[src/sr4jk_pkg.sv]
// constants and types shared by the four-stage shift register files
package sr4jk_pkg;

   // register geometry
   localparam int STAGES     = 4;
   localparam int SNAP_W     = STAGES + 2;
   localparam int FIFO_DEPTH = 16;

   // clock rate of the block
   localparam int CLOCK_PERIOD_NS = 40;

   // positions of the pins inside the sampled pin vector
   localparam int PIN_PAR_LSB = 0;
   localparam int PIN_KN      = 4;
   localparam int PIN_J       = 5;
   localparam int PIN_SEL     = 6;
   localparam int PIN_ZN      = 7;
   localparam int PIN_CLK     = 8;
   localparam int PIN_W       = 9;

   // values after reset
   localparam logic [PIN_W-1:0]  PIN_RST    = 9'h000;
   localparam logic [STAGES-1:0] STAGES_RST = 4'h0;
   localparam logic              LAST_N_RST = 1'b1;
   localparam logic [1:0]        PREV_RST   = 2'h0;

   // select levels at a rising shift clock edge
   localparam logic SEL_LOAD  = 1'b0;
   localparam logic SEL_SHIFT = 1'b1;

   // what caused a snapshot word
   typedef enum logic [1:0] {
      SR4JK_CAUSE_CLEAR,
      SR4JK_CAUSE_LOAD,
      SR4JK_CAUSE_SHIFT
   } sr4jk_cause_t;

endpackage : sr4jk_pkg

[src/sr4jk_snap_if.sv]
// snapshot stream between the register core and its fifo
`timescale 1ns/1ns
interface sr4jk_snap_if
   import sr4jk_pkg::*;
#(
   parameter int W = SNAP_W
);
   logic         wr_valid;
   logic [W-1:0] wr_data;
   logic         wr_ready;
   logic         rd_valid;
   logic [W-1:0] rd_data;
   logic         rd_ready;

   modport fifo (input wr_valid, wr_data, rd_ready, output wr_ready, rd_valid, rd_data);
   modport user (output wr_valid, wr_data, rd_ready, input wr_ready, rd_valid, rd_data);
endinterface : sr4jk_snap_if

[src/sr4jk_top.sv]
// four-stage shift register with j / inverted-k first stage and snapshot stream
//
// What this block does
// - clear low forces all stages low and complemented last output high.
// - select low at a clock rise loads the four parallel inputs at once.
// - apart from clear, stages and register outputs change only on a rising shift clock edge.
// - during parallel load the serial j and inverted-k inputs are ignored.
// - select high at a clock rise performs exactly one shift step.
// - each shift moves every stage one place toward the last stage.
// - first stage: both low gives low, both high gives high, j low k_n high holds.
// - first stage acts as j-k, d or t flip-flop; tying j to k_n gives d.
// - complemented last output always equals the inverse of the last stage.
`timescale 1ns/1ns
module sr4jk_top
   import sr4jk_pkg::*;
(
   input  wire logic              i_clock,
   input  wire logic              i_rst,
   input  wire logic              i_shift_clk,
   input  wire logic              i_async_zeroing_n,
   input  wire logic              i_shift_load_select,
   input  wire logic              i_serial_j,
   input  wire logic              i_serial_k_n,
   input  wire logic [STAGES-1:0] i_parallel_data,
   input  wire logic              i_snap_ready,
   output logic [STAGES-1:0]      o_stages,
   output logic                   o_stage_first_out,
   output logic                   o_stage_last_out,
   output logic                   o_stage_last_out_n,
   output logic                   o_snap_valid,
   output logic [SNAP_W-1:0]      o_snap_data,
   output logic                   o_snap_space
);

   ////////////////////////////////////////////////////////////////////////////
   // pin synchronisers

   logic [PIN_W-1:0]  pin_raw;
   logic [PIN_W-1:0]  sync1_ff, nxt_sync1;
   logic [PIN_W-1:0]  sync2_ff, nxt_sync2;
   logic [1:0]        prev_ff, nxt_prev;

   // decoded views of the second sync stage
   logic              clk_s;
   logic              zero_n_s;
   logic              sel_s;
   logic              j_s;
   logic              kn_s;
   logic [STAGES-1:0] par_s;
   logic              edge_rise;
   logic              clear_entry;

   assign pin_raw = {i_shift_clk, i_async_zeroing_n, i_shift_load_select,
                     i_serial_j, i_serial_k_n, i_parallel_data};

   assign clk_s    = sync2_ff[PIN_CLK];
   assign zero_n_s = sync2_ff[PIN_ZN];
   assign sel_s    = sync2_ff[PIN_SEL];
   assign j_s      = sync2_ff[PIN_J];
   assign kn_s     = sync2_ff[PIN_KN];
   assign par_s    = sync2_ff[PIN_PAR_LSB +: STAGES];

   // rising shift clock and falling clear, seen on the second stage only
   assign edge_rise   = clk_s & ~prev_ff[1];
   assign clear_entry = ~zero_n_s & prev_ff[0];

   // two-stage chain, first stage feeds only the second
   always_comb begin
      nxt_sync1 = pin_raw;
      nxt_sync2 = sync1_ff;
      nxt_prev  = {clk_s, zero_n_s};
   end

   // sync and edge history registers
   always_ff @(posedge i_clock) begin
      if (i_rst) begin
         sync1_ff <= PIN_RST;
         sync2_ff <= PIN_RST;
         prev_ff  <= PREV_RST;
      end else begin
         sync1_ff <= nxt_sync1;
         sync2_ff <= nxt_sync2;
         prev_ff  <= nxt_prev;
      end
   end

   ////////////////////////////////////////////////////////////////////////////
   // register core

   logic [STAGES-1:0] stages_ff, nxt_stages;
   logic              last_n_ff, nxt_last_n;
   logic              first_new;
   logic              push_ff, nxt_push;
   logic [SNAP_W-1:0] push_data_ff, nxt_push_data;
   sr4jk_cause_t      cause;

   // first stage value from the serial pair during a shift
   // j-k, d or t entry
   always_comb begin
      unique case ({j_s, kn_s})
         2'b01:   first_new = stages_ff[0];
         2'b00:   first_new = 1'b0;
         2'b11:   first_new = 1'b1;
         2'b10:   first_new = ~stages_ff[0];
      endcase
   end

   // next contents: clear overrides, else act on the edge only
   always_comb begin
      nxt_stages = stages_ff;
      nxt_push   = 1'b0;
      cause      = SR4JK_CAUSE_CLEAR;
      if (!zero_n_s) begin
         nxt_stages = STAGES_RST;
         nxt_push   = clear_entry;
      // update only on a rising edge
      end else if (edge_rise) begin
         nxt_push = 1'b1;
         if (sel_s == SEL_LOAD) begin
            nxt_stages = par_s;
            cause      = SR4JK_CAUSE_LOAD;
         end else begin
            nxt_stages = {stages_ff[STAGES-2:0], first_new};
            cause      = SR4JK_CAUSE_SHIFT;
         end
      end
      nxt_last_n    = ~nxt_stages[STAGES-1];
      nxt_push_data = {cause, nxt_stages};
   end

   // core and snapshot push registers
   always_ff @(posedge i_clock) begin
      if (i_rst) begin
         stages_ff    <= STAGES_RST;
         last_n_ff    <= LAST_N_RST;
         push_ff      <= 1'b0;
         push_data_ff <= '0;
      end else begin
         stages_ff    <= nxt_stages;
         last_n_ff    <= nxt_last_n;
         push_ff      <= nxt_push;
         push_data_ff <= nxt_push_data;
      end
   end

   // register outputs
   assign o_stages           = stages_ff;
   assign o_stage_first_out  = stages_ff[0];
   assign o_stage_last_out   = stages_ff[STAGES-1];
   assign o_stage_last_out_n = last_n_ff;

   ////////////////////////////////////////////////////////////////////////////
   // snapshot fifo

   sr4jk_snap_if #(.W(SNAP_W)) snap_if ();

   // a snapshot offered when the fifo is full is not stored
   assign snap_if.wr_valid = push_ff;
   assign snap_if.wr_data  = push_data_ff;
   assign snap_if.rd_ready = i_snap_ready;

   sr4jk_fifo #(
      .W     (SNAP_W),
      .DEPTH (FIFO_DEPTH)
   ) u_fifo (
      .i_clock (i_clock),
      .i_rst   (i_rst),
      .port_if (snap_if)
   );

   // fifo flags and head come from fifo flip-flops
   assign o_snap_valid = snap_if.rd_valid;
   assign o_snap_data  = snap_if.rd_data;
   assign o_snap_space = snap_if.wr_ready;
endmodule : sr4jk_top

[src/sr4jk_fifo.sv]
// first-word-fall-through fifo with registered read data and flags
`timescale 1ns/1ns
module sr4jk_fifo
   import sr4jk_pkg::*;
#(
   parameter int W     = SNAP_W,
   parameter int DEPTH = FIFO_DEPTH
)(
   input  wire logic   i_clock,
   input  wire logic   i_rst,
   sr4jk_snap_if.fifo  port_if
);
   localparam int AW = $clog2(DEPTH);
   localparam int CW = AW + 1;
   localparam logic [CW-1:0] FULL_COUNT = CW'(DEPTH);

   logic [W-1:0]  mem [DEPTH];
   logic [AW-1:0] wr_ptr_ff, nxt_wr_ptr;
   logic [AW-1:0] rd_ptr_ff, nxt_rd_ptr;
   logic [CW-1:0] count_ff, nxt_count;
   logic          not_full_ff, nxt_not_full;
   logic          valid_ff, nxt_valid;
   logic [W-1:0]  data_ff, nxt_data;
   logic          wr_fire;
   logic          rd_fire;

   // flags and head word straight from flip-flops
   assign port_if.wr_ready = not_full_ff;
   assign port_if.rd_valid = valid_ff;
   assign port_if.rd_data  = data_ff;

   // pointer, count and head word bookkeeping
   always_comb begin
      wr_fire      = port_if.wr_valid & not_full_ff;
      rd_fire      = valid_ff & port_if.rd_ready;
      nxt_wr_ptr   = wr_fire ? wr_ptr_ff + AW'(1) : wr_ptr_ff;
      nxt_rd_ptr   = rd_fire ? rd_ptr_ff + AW'(1) : rd_ptr_ff;
      nxt_count    = count_ff + CW'(wr_fire) - CW'(rd_fire);
      nxt_not_full = (nxt_count != FULL_COUNT);
      nxt_valid    = (nxt_count != '0);
      // bypass when the new head is the word written now
      if (wr_fire && (nxt_rd_ptr == wr_ptr_ff)) begin
         nxt_data = port_if.wr_data;
      end else if (nxt_valid) begin
         nxt_data = mem[nxt_rd_ptr];
      end else begin
         // empty: keep the old head, unwritten words would read unknown
         nxt_data = data_ff;
      end
   end

   // storage array, written only
   always_ff @(posedge i_clock) begin
      if (wr_fire) begin
         mem[wr_ptr_ff] <= port_if.wr_data;
      end
   end

   // state registers
   always_ff @(posedge i_clock) begin
      if (i_rst) begin
         wr_ptr_ff   <= '0;
         rd_ptr_ff   <= '0;
         count_ff    <= '0;
         not_full_ff <= 1'b1;
         valid_ff    <= 1'b0;
         data_ff     <= '0;
      end else begin
         wr_ptr_ff   <= nxt_wr_ptr;
         rd_ptr_ff   <= nxt_rd_ptr;
         count_ff    <= nxt_count;
         not_full_ff <= nxt_not_full;
         valid_ff    <= nxt_valid;
         data_ff     <= nxt_data;
      end
   end
endmodule : sr4jk_fifo

[config.mk]
export PLATFORM = sky130hd
export DESIGN_NAME = sr4jk_top
export DESIGN_NICKNAME = d
export VERILOG_FILES = /design/src/sr4jk_pkg.sv /design/src/sr4jk_snap_if.sv /design/src/sr4jk_top.sv /design/src/sr4jk_fifo.sv
export SDC_FILE = /design/constraint.sdc
export NUM_CORES = 1
export LEC_CHECK = 0
export BUFFER_PORTS_ARGS = -buffer_cell sky130_fd_sc_hd__buf_2
export CORE_ASPECT_RATIO = 1.2
export CORE_MARGIN = 2
export CORE_UTILIZATION = 55
export CTS_BUF_LIST = sky130_fd_sc_hd__clkbuf_8
export DETAILED_ROUTE_END_ITERATION = 12
export HOLD_SLACK_MARGIN = 0.15
export MAX_ROUTING_LAYER = met4
export PLACE_DENSITY = 0.72
export SKIP_LAST_GASP = 1
export SLEW_MARGIN = 20
export SYNTH_ARGS = -nofsm -noshare
export SYNTH_HDL_FRONTEND = slang
export SYNTH_HIERARCHICAL = 1
export SYNTH_SLANG_ARGS = --single-unit
[constraint.sdc]
create_clock -name i_clock -period 9.7 [get_ports i_clock]
set_input_delay 0.97 -clock i_clock [delete_from_list [all_inputs] [get_ports i_clock]]
set_output_delay 0.97 -clock i_clock [all_outputs]
set_load 0.02 [all_outputs]
**Word level (Yosys, flattened, before mapping)**

Memories as Yosys holds them, arrays and structs flattened. A register that Yosys moved wholly into a read port is not among the register bits.
Cells that the tools add are included.

- Bits in registers: 43
- Bits in writable memories: 96
- Input port bits: 12
- Output and inout port bits: 15
- Memories kept: 1

Memories:

| name | words | width | rd ports | clocked after Yosys merged registers in | write ports | line | RTL |
|---|---|---|---|---|---|---|---|
| u_fifo.mem | 16 | 6 | 1 | 1 | 1 | sr4jk_fifo.sv:17 | `logic [W-1:0] mem [DEPTH];` |

- Add/sub/neg operators: 4
- Eq/ne operators: 6
- Muxes and demuxes: 10
- Bitwise gates (word level): 9
- Reduce and logical (&&, ||, !) cells: 7

Operators with widths:

| operator | number |
|---|---|
| $mux 4 | 4 |
| $add 4x1->4 const B | 2 |
| $add 5x1->5 | 1 |
| $ne 5x5->1 const B | 1 |
| $not 1->1 | 5 |
| $reduce_bool 5->1 | 1 |
| $sub 5x1->5 | 1 |
| $and 1x1->1 | 4 |
| $eq 2x2->1 const B | 2 |
| $eq 4x4->1 | 1 |
| $mux 1 | 4 |
| $pmux 1 s3 | 1 |
| $reduce_or 3->1 | 1 |
| $eq 2x1->1 const B | 1 |
| $logic_not 2->1 | 1 |
| $mux 2 | 1 |
| $ne 2x2->1 const B | 1 |
| $reduce_and 2->1 | 1 |
| $reduce_bool 2->1 | 1 |
| $reduce_or 2->1 | 1 |
| $logic_and 1x1->1 | 1 |

**Longest topological paths before layout**

Gate-level depths: netlist (run 1).

- Depth after elaboration: 6
- Gate-level depth with buffers: 16
- Gate-level depth less buffers: 13

**Modules after synthesis**

Netlist (run 1), hierarchy kept.

By module, submodules not included:

| module | instances | cells each | area each (um^2) | sequential area each (um^2) |
|---|---|---|---|---|
| sr4jk_fifo | 1 | 378 | 5393.9 | 3303.2 |
| sr4jk_top | 1 | 78 | 918.4 | 560.5 |

**Least setup slack after synthesis (run 1)**

Ideal clock, no wire load.

- Kind: input -> register
- Start: input i_snap_ready
- End: register u_fifo.data_ff[2], in the netlist u_fifo/port_if.rd_data[2], read port of u_fifo.mem
- Library setup time: 0.080 ns
- Data arrival time: 4.118 ns
- Required time: 9.620 ns
- Path slack: 5.502 ns
- Stages: 16
- Path buffers: 4
- Cell sequence: buf_2 -> and2_1 -> clkbuf_1 -> clkbuf_1 -> ha_1 -> inv_1 -> ha_1 -> inv_1 -> fa_1 -> xnor2_1 -> nor4bb_1 -> mux2i_1 -> or3_1 -> buf_2 -> o21a_1 -> a211oi_2

- Word-level cells in the longest chain between the ends: 5
- Elaborated cells on any way between the ends: 7
- Those cells by class: add/sub: 1; eq/ne: 1; mux: 1; bitwise: 1; reduce/logical: 3

RTL lines:

| item | line | RTL |
|---|---|---|
| from (decl) | sr4jk_top.sv:25 | `input wire logic i_snap_ready,` |
| $and 1x1->1 * | sr4jk_fifo.sv:35 | `rd_fire = valid_ff & port_if.rd_ready;` |
| parallel branches: the longest is 4 deep, another holds $sub 5x1->5 | -- |  |
| to (decl) | sr4jk_fifo.sv:23 | `logic [W-1:0] data_ff, nxt_data;` |

Mark *: on every way between the ends.
A chain may end at the register's enable or synchronous reset.

**Worst setup path in the final report (run 1)**

- Start: input i_snap_ready
- End: register u_fifo.data_ff[0], in the netlist u_fifo/port_if.rd_data[0], read port of u_fifo.mem

The elaborated chain is that of the path after synthesis.

==> results of run 1 <==
[area by class of cell]
class	count	area, µm²
inverters	41	154
well taps	154	193
multi-input cells	238	2120
clock buffers	18	248
flip-flops and latches	145	3860
repair buffers	30	160
clock inverters	14	149
fillers	829	4200
[sequential cells by signal (all words and copies together), names as in the netlist]
signal,cells
u_fifo/mem,96
o_stage_last_out_n,1
u_fifo/port_if.rd_data,6
prev_ff,2
u_fifo/rd_ptr_ff,4
sync2_ff,9
u_fifo/wr_ptr_ff,4
u_fifo/port_if.rd_valid,1
nxt_sync2,9
u_fifo/port_if.wr_ready,1
push_ff,1
push_data_ff,6
u_fifo/count_ff,5
[final timing paths]
kind	slack, ns	endpoint	cells after the start
worst max-delay path	5.48	u_fifo/port_if.rd_data[0]	13
worst min-delay path	0.44	sync2_ff[1]	1
worst max register to register	5.49	u_fifo/port_if.rd_data[0]	12
worst min register to register	0.44	sync2_ff[1]	1
[per-layer routing]
layer | vias to the layer above | wire length (µm) | GRT usage
li1 | 1707 | - | -
met1 | 1730 | 5070 | 0.268
met2 | 81 | 6070 | 0.334
met3 | 15 | 439 | 0.0507
met4 | 0 | 204 | 0.0769
met5 | - | 0 | -
[layout by cell type, fill, tap and decap left out, types with 9 or more instances in the layout]
cell type	count
nor2_1	32
nor2b_1	23
mux4_1	9
nand4_1	15
edfxtp_1	96
inv_1	40
buf_2	26
dfxtp_1	49
nor3b_1	12
clkbuf_8	18
mux4_2	9
nand2_1	21
ha_1	10
o221ai_1	12
o211ai_2	9
[power by group through the flow]
| stage | Sequential [mW] | Clock [mW] | Combinational [mW] |
|---|---|---|---|
| floorplan | 0.723 | 0 | 0.239 |
| global placement | 0.720 | 0 | 0.293 |
| detailed placement | 0.721 | 0 | 0.300 |
| CTS | 0.707 | 0.479 | 0.302 |
| global route | 0.711 | 0.508 | 0.327 |
| finish | 0.707 | 0.469 | 0.302 |
[kinds of logic after synthesis]
kind of cell	count (synthesis)
xor+xnor	12
compound gates	57
mux	28
fa+ha+maj	11
buf+inv	73
simple gates	130
flops	145
[through the flow]
stage               utilization  instance area [µm²]  instances  worst slack (ns)  total power, mW
floorplan                     -                 6310        456              5.50            0.962
global placement          0.585                 6490        608              5.29             1.01
detailed placement        0.585                 6490        608              5.11             1.02
CTS                       0.621                 6880        640              5.56             1.49
global route              0.621                 6880        640              5.22             1.55
finish                    0.621                 6880        640              5.48             1.48
[critical path: stages]
cell and delay (ns):
buf_2 0.29, and2_1 0.54, ha_1 0.33, inv_1 0.05, ha_1 0.15, inv_1 0.05
fa_1 0.40, xnor2_1 0.18, nor4bb_1 0.34, mux2i_1 0.16, or3_1 0.61, o21a_1 0.28
a211oi_2 0.21
==> flow_summary.yaml, run 1 <==
setup_path:
  required_ns: 10.06
  worstSetupStartpointType: "input port"
  worst_ep_arrival_time_ns: 4.58
  crit_type: "input port to flip-flop"
  crit_path_end_kind: "flip-flop"
  r2r-start: "u_fifo/port_if.rd_valid"
  critPathMaxFanout: 20
  startpoint: "i_snap_ready"
layout:
  antenna_cells: 0
  nets: 496
  drive_above_1_share: 0.216
  area_delta_synth_final_pct: 9.06
clock_network:
  ctsRootBufferMaster: "clkbuf_8"
  clk_latency_ns: 0.44
  clkTransAtPathRegs_ns: 0.08
  htreeDepth: 4
  ctsHoldBuffers: 0
  cts_sinks: 145
  cts_setup_buffers: 0
  numCtsBuffers: 17
  cts_tree: "yes"
  cts_buffer_depth: 2
  cts.repair.resized: 0
routing:
  firstDrtPassIters: 5
  drc: 0
  routedWlPerCell_um: 18.4
  drt_wl_total_um: 11800
  routed_via_density: 5.52
  ant_nets: 0
  drtIter0Drc: 261
  vias: 3533
power:
  clockPowerShare: 0.318
  power_density_nw_per_um2: 215
  swShare: 0.287
  comb_power_share: 0.204
  p_int_mw: 1.05
  p_seq_frac: 0.478
  p_leak_nw: 2.56
  vdd_ir_drop_max_uv: 125
  p_sw_uw: 425
sta:
  finClkSkew_ns: 0.00885
  tns_ns: 0
  hold_viol: 0
  drv_slew: 0
  post-route-min-period_ns: 4.22
  worst_slew_pin_slew_ns: 0.937
  rsz0062_at_grt: "no"
  finalSetupViolCount: 0
  max_clock_freq_mhz: 237
  finalCritPeriodShare: 0.435
  holdWs_ns: 0.439
  relSlewSlack: 0.371
grt:
  grt_pass1_wl_um: 18400
  grt_start_max_net_pins: 43
  grt-ovfl-total: 0
  grt.total_usage: 0.212
  antenna_found_initial: 0
  grt_pass1_vias: 3444
logic_synthesis:
  ys_types: 58
  ys_warn_count: 6
  syn_inst: 456
  synth-compound-area-share: 0.0856
  yosysTopAreaCell: "edfxtp_1"
  synthAdderAreaFrac: 0.0230
  synth.most_common_cell: "edfxtp_1"
  synth_ff_type: "edfxtp_1"
  synth.area.mux_share: 0.0884
  synthArstFlopShare: 0
  synth_area_um2: 6310
  synth-seq-area-share: 0.612
  synth_common_cells: "edfxtp_1 (96), dfxtp_1 (49), inv_1 (40), nor2_1 (32), nor2b_1 (23)"
  syn-num-nets: 479
  synth_top_area_frac: 0.457
  synth_top_family_by_area: "simple AND/OR/NAND/NOR gates"
  synth_edf_count: 96
  synth_area_leaders: "edfxtp_1 (46%), dfxtp_1 (16%), mux4_1 (3.7%), mux4_2 (3.2%), inv_1 (2.4%)"
  yosys.area_share.simple: 0.116
  synth_xor_area_frac: 0.0212
  synth.ff_latch_count: 145
  synth.avg_cell_area_um2: 13.8
floorplan:
  start_util: 0.569
  core_um2: 11100
  fp-row-count: 42
  dieWidth_um: 102
  io_pins: 27
  die-height_um: 121
  dieArea_um2: 12400
hold_path:
  hold_start: "nxt_sync2[1]"
  hold_path_class: "flip-flop to flip-flop"
run_status:
  outcome: "finished, final reports clean"
flow_run:
  drv_cap: 0
place:
  io_buffers: 26
  dp.final_hpwl_um: 7470
  gp_congestion: 0.820
Note: power is estimated with default switching activity, not from simulation.
==> run 2: changes to the inputs <==
- ABC_AREA: default -> 1
- clock period: 9.7 -> 4.4 ns (I/O delays scaled with it)
==> run 2 against run 1 <==
  * Clock power grew 110%
  * Count of clock-buffer cells in the layout unchanged
  * Sequential share of layout area fell by 0.24 points
  * Non-clock buffer count shrank 2
  * Core utilization about the same
  * Largest power group unchanged
  * Via count rose by 27%
==> flow_summary.yaml, run 2 <==
routing:
  ant_nets: 0
  firstDrtPassIters: 6
  drtIter0Drc: 453
  vias: 4504
  drt_wl_total_um: 13300
  drc: 0
  routedWlPerCell_um: 15.7
  routed_via_density: 5.31
layout:
  nFillCells: 953
  regMostFlops: "u_fifo/mem"
  antenna_cells: 0
  largest_reg_flops: 96
  drive_above_1_share: 0.111
  instances_no_fill: 848
  area_delta_synth_final_pct: 9.23
  nets: 704
  final_cell_mix: "nand2_1 (124), inv_1 (115), nand3_1 (96), edfxtp_1 (96), nor2_1 (57)"
  final_common_cell: "nand2_1"
clock_network:
  clkTransAtPathRegs_ns: 0.08
  cts_sinks: 145
  numCtsBuffers: 17
  cts.repair.resized: 0
  ctsHoldBuffers: 0
  cts_buffer_depth: 2
  cts_tree: "yes"
  cts_setup_buffers: 0
  clk_latency_ns: 0.44
  ctsRootBufferMaster: "clkbuf_8"
  htreeDepth: 4
logic_synthesis:
  synth_area_um2: 6330
  yosysTopAreaCell: "edfxtp_1"
  synth_common_cells: "nand2_1 (124), inv_1 (114), edfxtp_1 (96), nand3_1 (96), nor2_1 (57)"
  ys_warn_count: 6
  synth_area_leaders: "edfxtp_1 (46%), dfxtp_1 (15%), nand3_1 (7.6%), nand2_1 (7.4%), inv_1 (6.8%)"
  syn_inst: 660
  synth_edf_count: 96
  synth_ff_type: "edfxtp_1"
  synth-seq-area-share: 0.610
  synth.ff_latch_count: 145
  synthArstFlopShare: 0
  synth.avg_cell_area_um2: 9.59
  synth_top_area_frac: 0.455
  syn-num-nets: 683
  synth.most_common_cell: "nand2_1"
  ys_types: 29
power:
  clockPowerShare: 0.304
  power_density_nw_per_um2: 469
  vdd_ir_drop_max_uv: 394
  p_int_mw: 2.21
  p_seq_frac: 0.473
  comb_power_share: 0.223
  swShare: 0.320
  p_sw_mw: 1.04
  p_leak_nw: 2.96
floorplan:
  fp-row-count: 42
  dieWidth_um: 102
  die-height_um: 122
  core_um2: 11100
  start_util: 0.568
  dieArea_um2: 12400
  io_pins: 27
sta:
  worst_slew_pin_slew_ns: 1.02
  tns_ns: 0
  finalCritPeriodShare: 0.615
  setup_slack_ns: 1.69
  drv_slew: 0
  max_clock_freq_mhz: 369
  relSlewSlack: 0.315
  hold_viol: 0
  rsz0062_at_grt: "no"
  finalSetupViolCount: 0
  finClkSkew_ns: 0.00971
  post-route-min-period_ns: 2.71
place:
  dp.final_hpwl_um: 8460
  gp_congestion: 0.930
  pre_cts_ws_ns: 1.54
  placed_cells: 816
  io_buffers: 26
setup_path:
  critPathMaxFanout: 8
  worstSetupStartpointType: "flip-flop"
  required_ns: 4.74
  r2r-start: "u_fifo/port_if.wr_ready"
  crit_path_end_kind: "flip-flop"
  worst_ep_arrival_time_ns: 3.04
  r2r_cells: 16
  startpoint: "u_fifo/port_if.wr_ready"
  rr_endpoint: "u_fifo/port_if.rd_data[2]"
  cp-endpoint: "u_fifo/port_if.rd_data[2]"
  crit_type: "flip-flop to flip-flop"
  rrSetupSlack_ns: 1.69
flow_run:
  drv_cap: 0
grt:
  grt_pass1_vias: 4304
  antenna_found_initial: 0
  grt_start_max_net_pins: 56
  grt.total_usage: 0.239
  grt-ovfl-total: 0
  grt_pass1_wl_um: 21400
hold_path:
  hold_path_class: "input port to flip-flop"
run_status:
  outcome: "finished, final reports clean"
## run 2: cell types whose count changed in the layout (fill, tap and decap cells not counted), moves of 12 or more
cell | before | now
nor3b_1 | 12 | 0
nand3b_1 | 1 | 36
nand4_1 | 15 | 1
nand3_1 | 1 | 96
o221ai_1 | 12 | 0
nand2_1 | 21 | 124
inv_1 | 40 | 115
nor2_1 | 32 | 57
nor2b_1 | 23 | 1
## run 2: area by class of cell
type | instances | area, µm² | area share
Sequential cell | 145 | 3860 | 0.559
Multi-Input combinational cell | 370 | 1890 | 0.273
Inverter | 119 | 447 | 0.0646
Clock buffer | 18 | 248 | 0.0358
Tap cell | 154 | 193 | 0.0279
Timing Repair Buffer | 28 | 145 | 0.0210
Clock inverter | 14 | 128 | 0.0185
## run 2: per-layer routing
metal,GRT usage,vias up,wire length [µm]
li1,-,2174,-
met1,0.287,2165,5480
met2,0.393,139,6770
met3,0.0501,26,742
met4,0.0983,0,283
met5,-,-,0
## run 2: through the flow
stage | util | power [mW] | cell area [µm²] | hold WS (ns)
after CTS | 0.620 | 3.25 | 6910 | 0.166
after detailed placement | 0.586 | 2.28 | 6530 | 0.395
after floorplan | - | 2.10 | 6330 | 0.388
final | 0.621 | 3.25 | 6910 | 0.189
after global routing | 0.621 | 3.43 | 6910 | 0.176
after global placement | 0.586 | 2.26 | 6530 | 0.390
## run 2: cells by family after synthesis
kind of cell    Yosys count  share of synthesized area
flops                   145                      0.610
simple gates            328                      0.246
fa+ha+maj                11                     0.0229
compound gates           28                     0.0249
buf+inv                 145                     0.0921
xor+xnor                  3                    0.00415
## run 2: power by group through the flow
stage                     logic [mW]  clock network [mW]  registers (mW)
after floorplan                0.510                   0            1.59
after global placement         0.691                   0            1.56
after detailed placement       0.710                   0            1.57
after CTS                      0.714                1.00            1.54
after global routing           0.823                1.06            1.54
final                          0.724               0.986            1.54
## run 2: worst min-delay path by stage
stage               cells after the start            to                start  slack, ns
floorplan                               2   sync2_ff[0]         nxt_sync2[0]       0.39
global placement                        2   sync2_ff[5]         nxt_sync2[5]       0.39
detailed placement                      2   sync2_ff[3]         nxt_sync2[3]       0.40
CTS                                     3  nxt_sync2[1]   i_parallel_data[1]       0.17
global route                            3  nxt_sync2[6]  i_shift_load_select       0.18
finish                                  3  nxt_sync2[1]   i_parallel_data[1]       0.19
## run 2: critical path, cell delays in order (launching register included)
cell and delay, ns:
dfxtp_1 0.34, nand2_1 0.18, ha_1 0.34, inv_1 0.06
ha_1 0.15, inv_1 0.05, fa_1 0.40, o21ai_0 0.18
a21oi_1 0.10, inv_1 0.06, nand2_1 0.04, nand2_1 0.07
nand2_1 0.19, inv_1 0.22, nand2_1 0.08, nand2_1 0.08
a21oi_1 0.06
==> run 3: changes to the inputs <==
- clock period: 4.4 -> 2.7 ns (I/O delays scaled with it)
==> run 3 against run 2 <==
  * Count of clock-buffer cells in the layout grew 1
  * Register-to-register slack got worse by 1.6 ns
  * Combinational power is 67% higher
  * Setup slack lost 1.6 ns
  * Critical path depth rose by 1
  * Clock power is 74% higher
  * Sequential power is 63% higher
  * Total power up 67%
  * Core utilization is 1.4 points higher
  * Global-route usage increased by 0.45 points
  * Via count grew 0.22%
  * Non-clock buffer count grew 14
  * Critical path type unchanged
  * Largest cell class unchanged
==> flow_summary.yaml, run 3 (synthesis gave the netlist of run 2 again) <==
run_status:
  outcome: "finished, final reports clean"
layout:
  utilization: 0.635
  stdcell_area_um2: 7070
  regMostFlops: "u_fifo/mem"
  drive_above_1_share: 0.117
  nets: 718
  largest_reg_flops: 96
  instances_no_fill: 862
  final_cell_mix: "nand2_1 (123), inv_1 (116), nand3_1 (96), edfxtp_1 (96), nor2_1 (57)"
  antenna_cells: 0
  final_common_cell: "nand2_1"
  area_delta_synth_final_pct: 11.7
place:
  pre_cts_ws_ns: 0.0106
  placed_cells: 821
  io_buffers: 26
  place_area_um2: 6570
  gp_congestion: 0.897
  dp.final_hpwl_um: 8540
routing:
  firstDrtPassIters: 5
  routedWlPerCell_um: 15.5
  drt_wl_total_um: 13400
  drc: 0
  drtIter0Drc: 320
  ant_nets: 0
  vias: 4514
  routed_via_density: 5.24
clock_network:
  cts_buffer_depth: 2
  cts_setup_buffers: 0
  htreeDepth: 4
  clk_latency_ns: 0.44
  cts_tree: "yes"
  ctsRootBufferMaster: "clkbuf_8"
  numCtsBuffers: 17
  clkTransAtPathRegs_ns: 0.08
  cts_sinks: 145
setup_path:
  crit_path_end_kind: "flip-flop"
  critPathMaxFanout: 8
  crit_path_max_incr_delay_ns: 0.39
  required_ns: 3.01
  worst_ep_arrival_time_ns: 2.87
  path_cells: "nand2_2, inv_2, ha_1, inv_1, ha_1, inv_1, fa_1, o21ai_0, a21oi_1, inv_1, nand2_1, nand2_1, nand2_2, inv_2, nand2_1, nand2_1, a21oi_1"
  crit_type: "flip-flop to flip-flop"
  path_common_cell: "nand2_1"
  worstSetupStartpointType: "flip-flop"
  cp_slowest_cell: "fa_1"
grt:
  grt_pass1_vias: 4504
  antenna_found_initial: 0
  grt_pass1_wl_um: 21900
  grt-ovfl-total: 0
  grt.total_usage: 0.244
  grt_start_max_net_pins: 43
floorplan:
  core_um2: 11100
  dieWidth_um: 102
  dieArea_um2: 12400
  io_pins: 27
  start_util: 0.568
  die-height_um: 122
  fp-row-count: 42
power:
  swShare: 0.301
  power_density_nw_per_um2: 769
  vdd_ir_drop_max_uv: 619
  p_int_mw: 3.80
  p_leak_nw: 3.04
  p_seq_frac: 0.462
  p_sw_mw: 1.64
  comb_power_share: 0.222
  clockPowerShare: 0.316
sta:
  hold_viol: 0
  finalCritPeriodShare: 0.949
  post-route-min-period_ns: 2.56
  finClkSkew_ns: 0.0107
  drv_slew: 0
  max_clock_freq_mhz: 390
  setup_slack_ns: 0.138
  tns_ns: 0
  finalSetupViolCount: 0
  worst_slew_pin_slew_ns: 0.789
  relSlewSlack: 0.474
  rsz0062_at_grt: "no"
hold_path:
  hold_path_class: "input port to flip-flop"
flow_run:
  drv_cap: 0
## run 3: cell types whose count changed in the layout (fill, tap and decap cells not counted), moves of 2 or more
cell	before	now
clkinv_2	1	3
bufinv_16	1	3
dlygate4sd3_1	0	9
inv_6	3	0
buf_4	2	7
## run 3: power by group through the flow
stage                     clock network (mW)  logic [mW]  registers (mW)
after floorplan                            0       0.832            2.60
after CTS                               1.74        1.21            2.51
final                                   1.72        1.21            2.51
after global placement                     0        1.13            2.55
after global routing                    1.83        1.37            2.52
after detailed placement                   0        1.18            2.56
## run 3: metal layers
layer,up-vias,routed length [µm],part of all wire,GRT usage
li1,2196,-,-,-
met1,2127,5330,0.40,0.275
met2,150,6790,0.51,0.408
met3,41,824,0.062,0.0628
met4,0,410,0.031,0.106
met5,-,0,0,-
## run 3: worst paths after layout
check | from | to | slack (ns) | cells past startpoint
worst min register to register | nxt_sync2[7] | sync2_ff[7] | 0.40 | 2
worst min-delay path | i_rst | sync2_ff[1] | 0.34 | 2
worst max register to register | u_fifo/port_if.rd_valid | u_fifo/port_if.rd_data[5] | 0.14 | 17
worst max-delay path | u_fifo/port_if.rd_valid | u_fifo/port_if.rd_data[5] | 0.14 | 17
## run 3: layout make-up
class	count	area, µm²
clock buffers	19	262
clock inverters	13	145
fillers	937	4070
inverters	119	447
multi-input cells	370	1890
flip-flops and latches	145	3860
well taps	154	193
repair buffers	42	273
## run 3: per-stage QoR
step	hold slack (ns)	power (mW)
final	0.341	5.43
after global routing	0.368	5.71
after global placement	0.391	3.68
after CTS	0.317	5.46
after detailed placement	0.397	3.74
after floorplan	0.349	3.43
## run 3: worst max-delay path: cells and delay by family (launching register included)
kind	cells	cell delay [ns]
fa+ha+maj	3	0.83
simple gates	6	0.52
buf+inv	5	0.39
compound gates	3	0.36
flops	1	0.34
## run 3: timing repair
item	CTS	global route
endpoints found under the hold margin	9	0
hold buffers	9	0
setup endpoints to repair	1	6
gates resized for setup	1	2
pin swaps	0	0
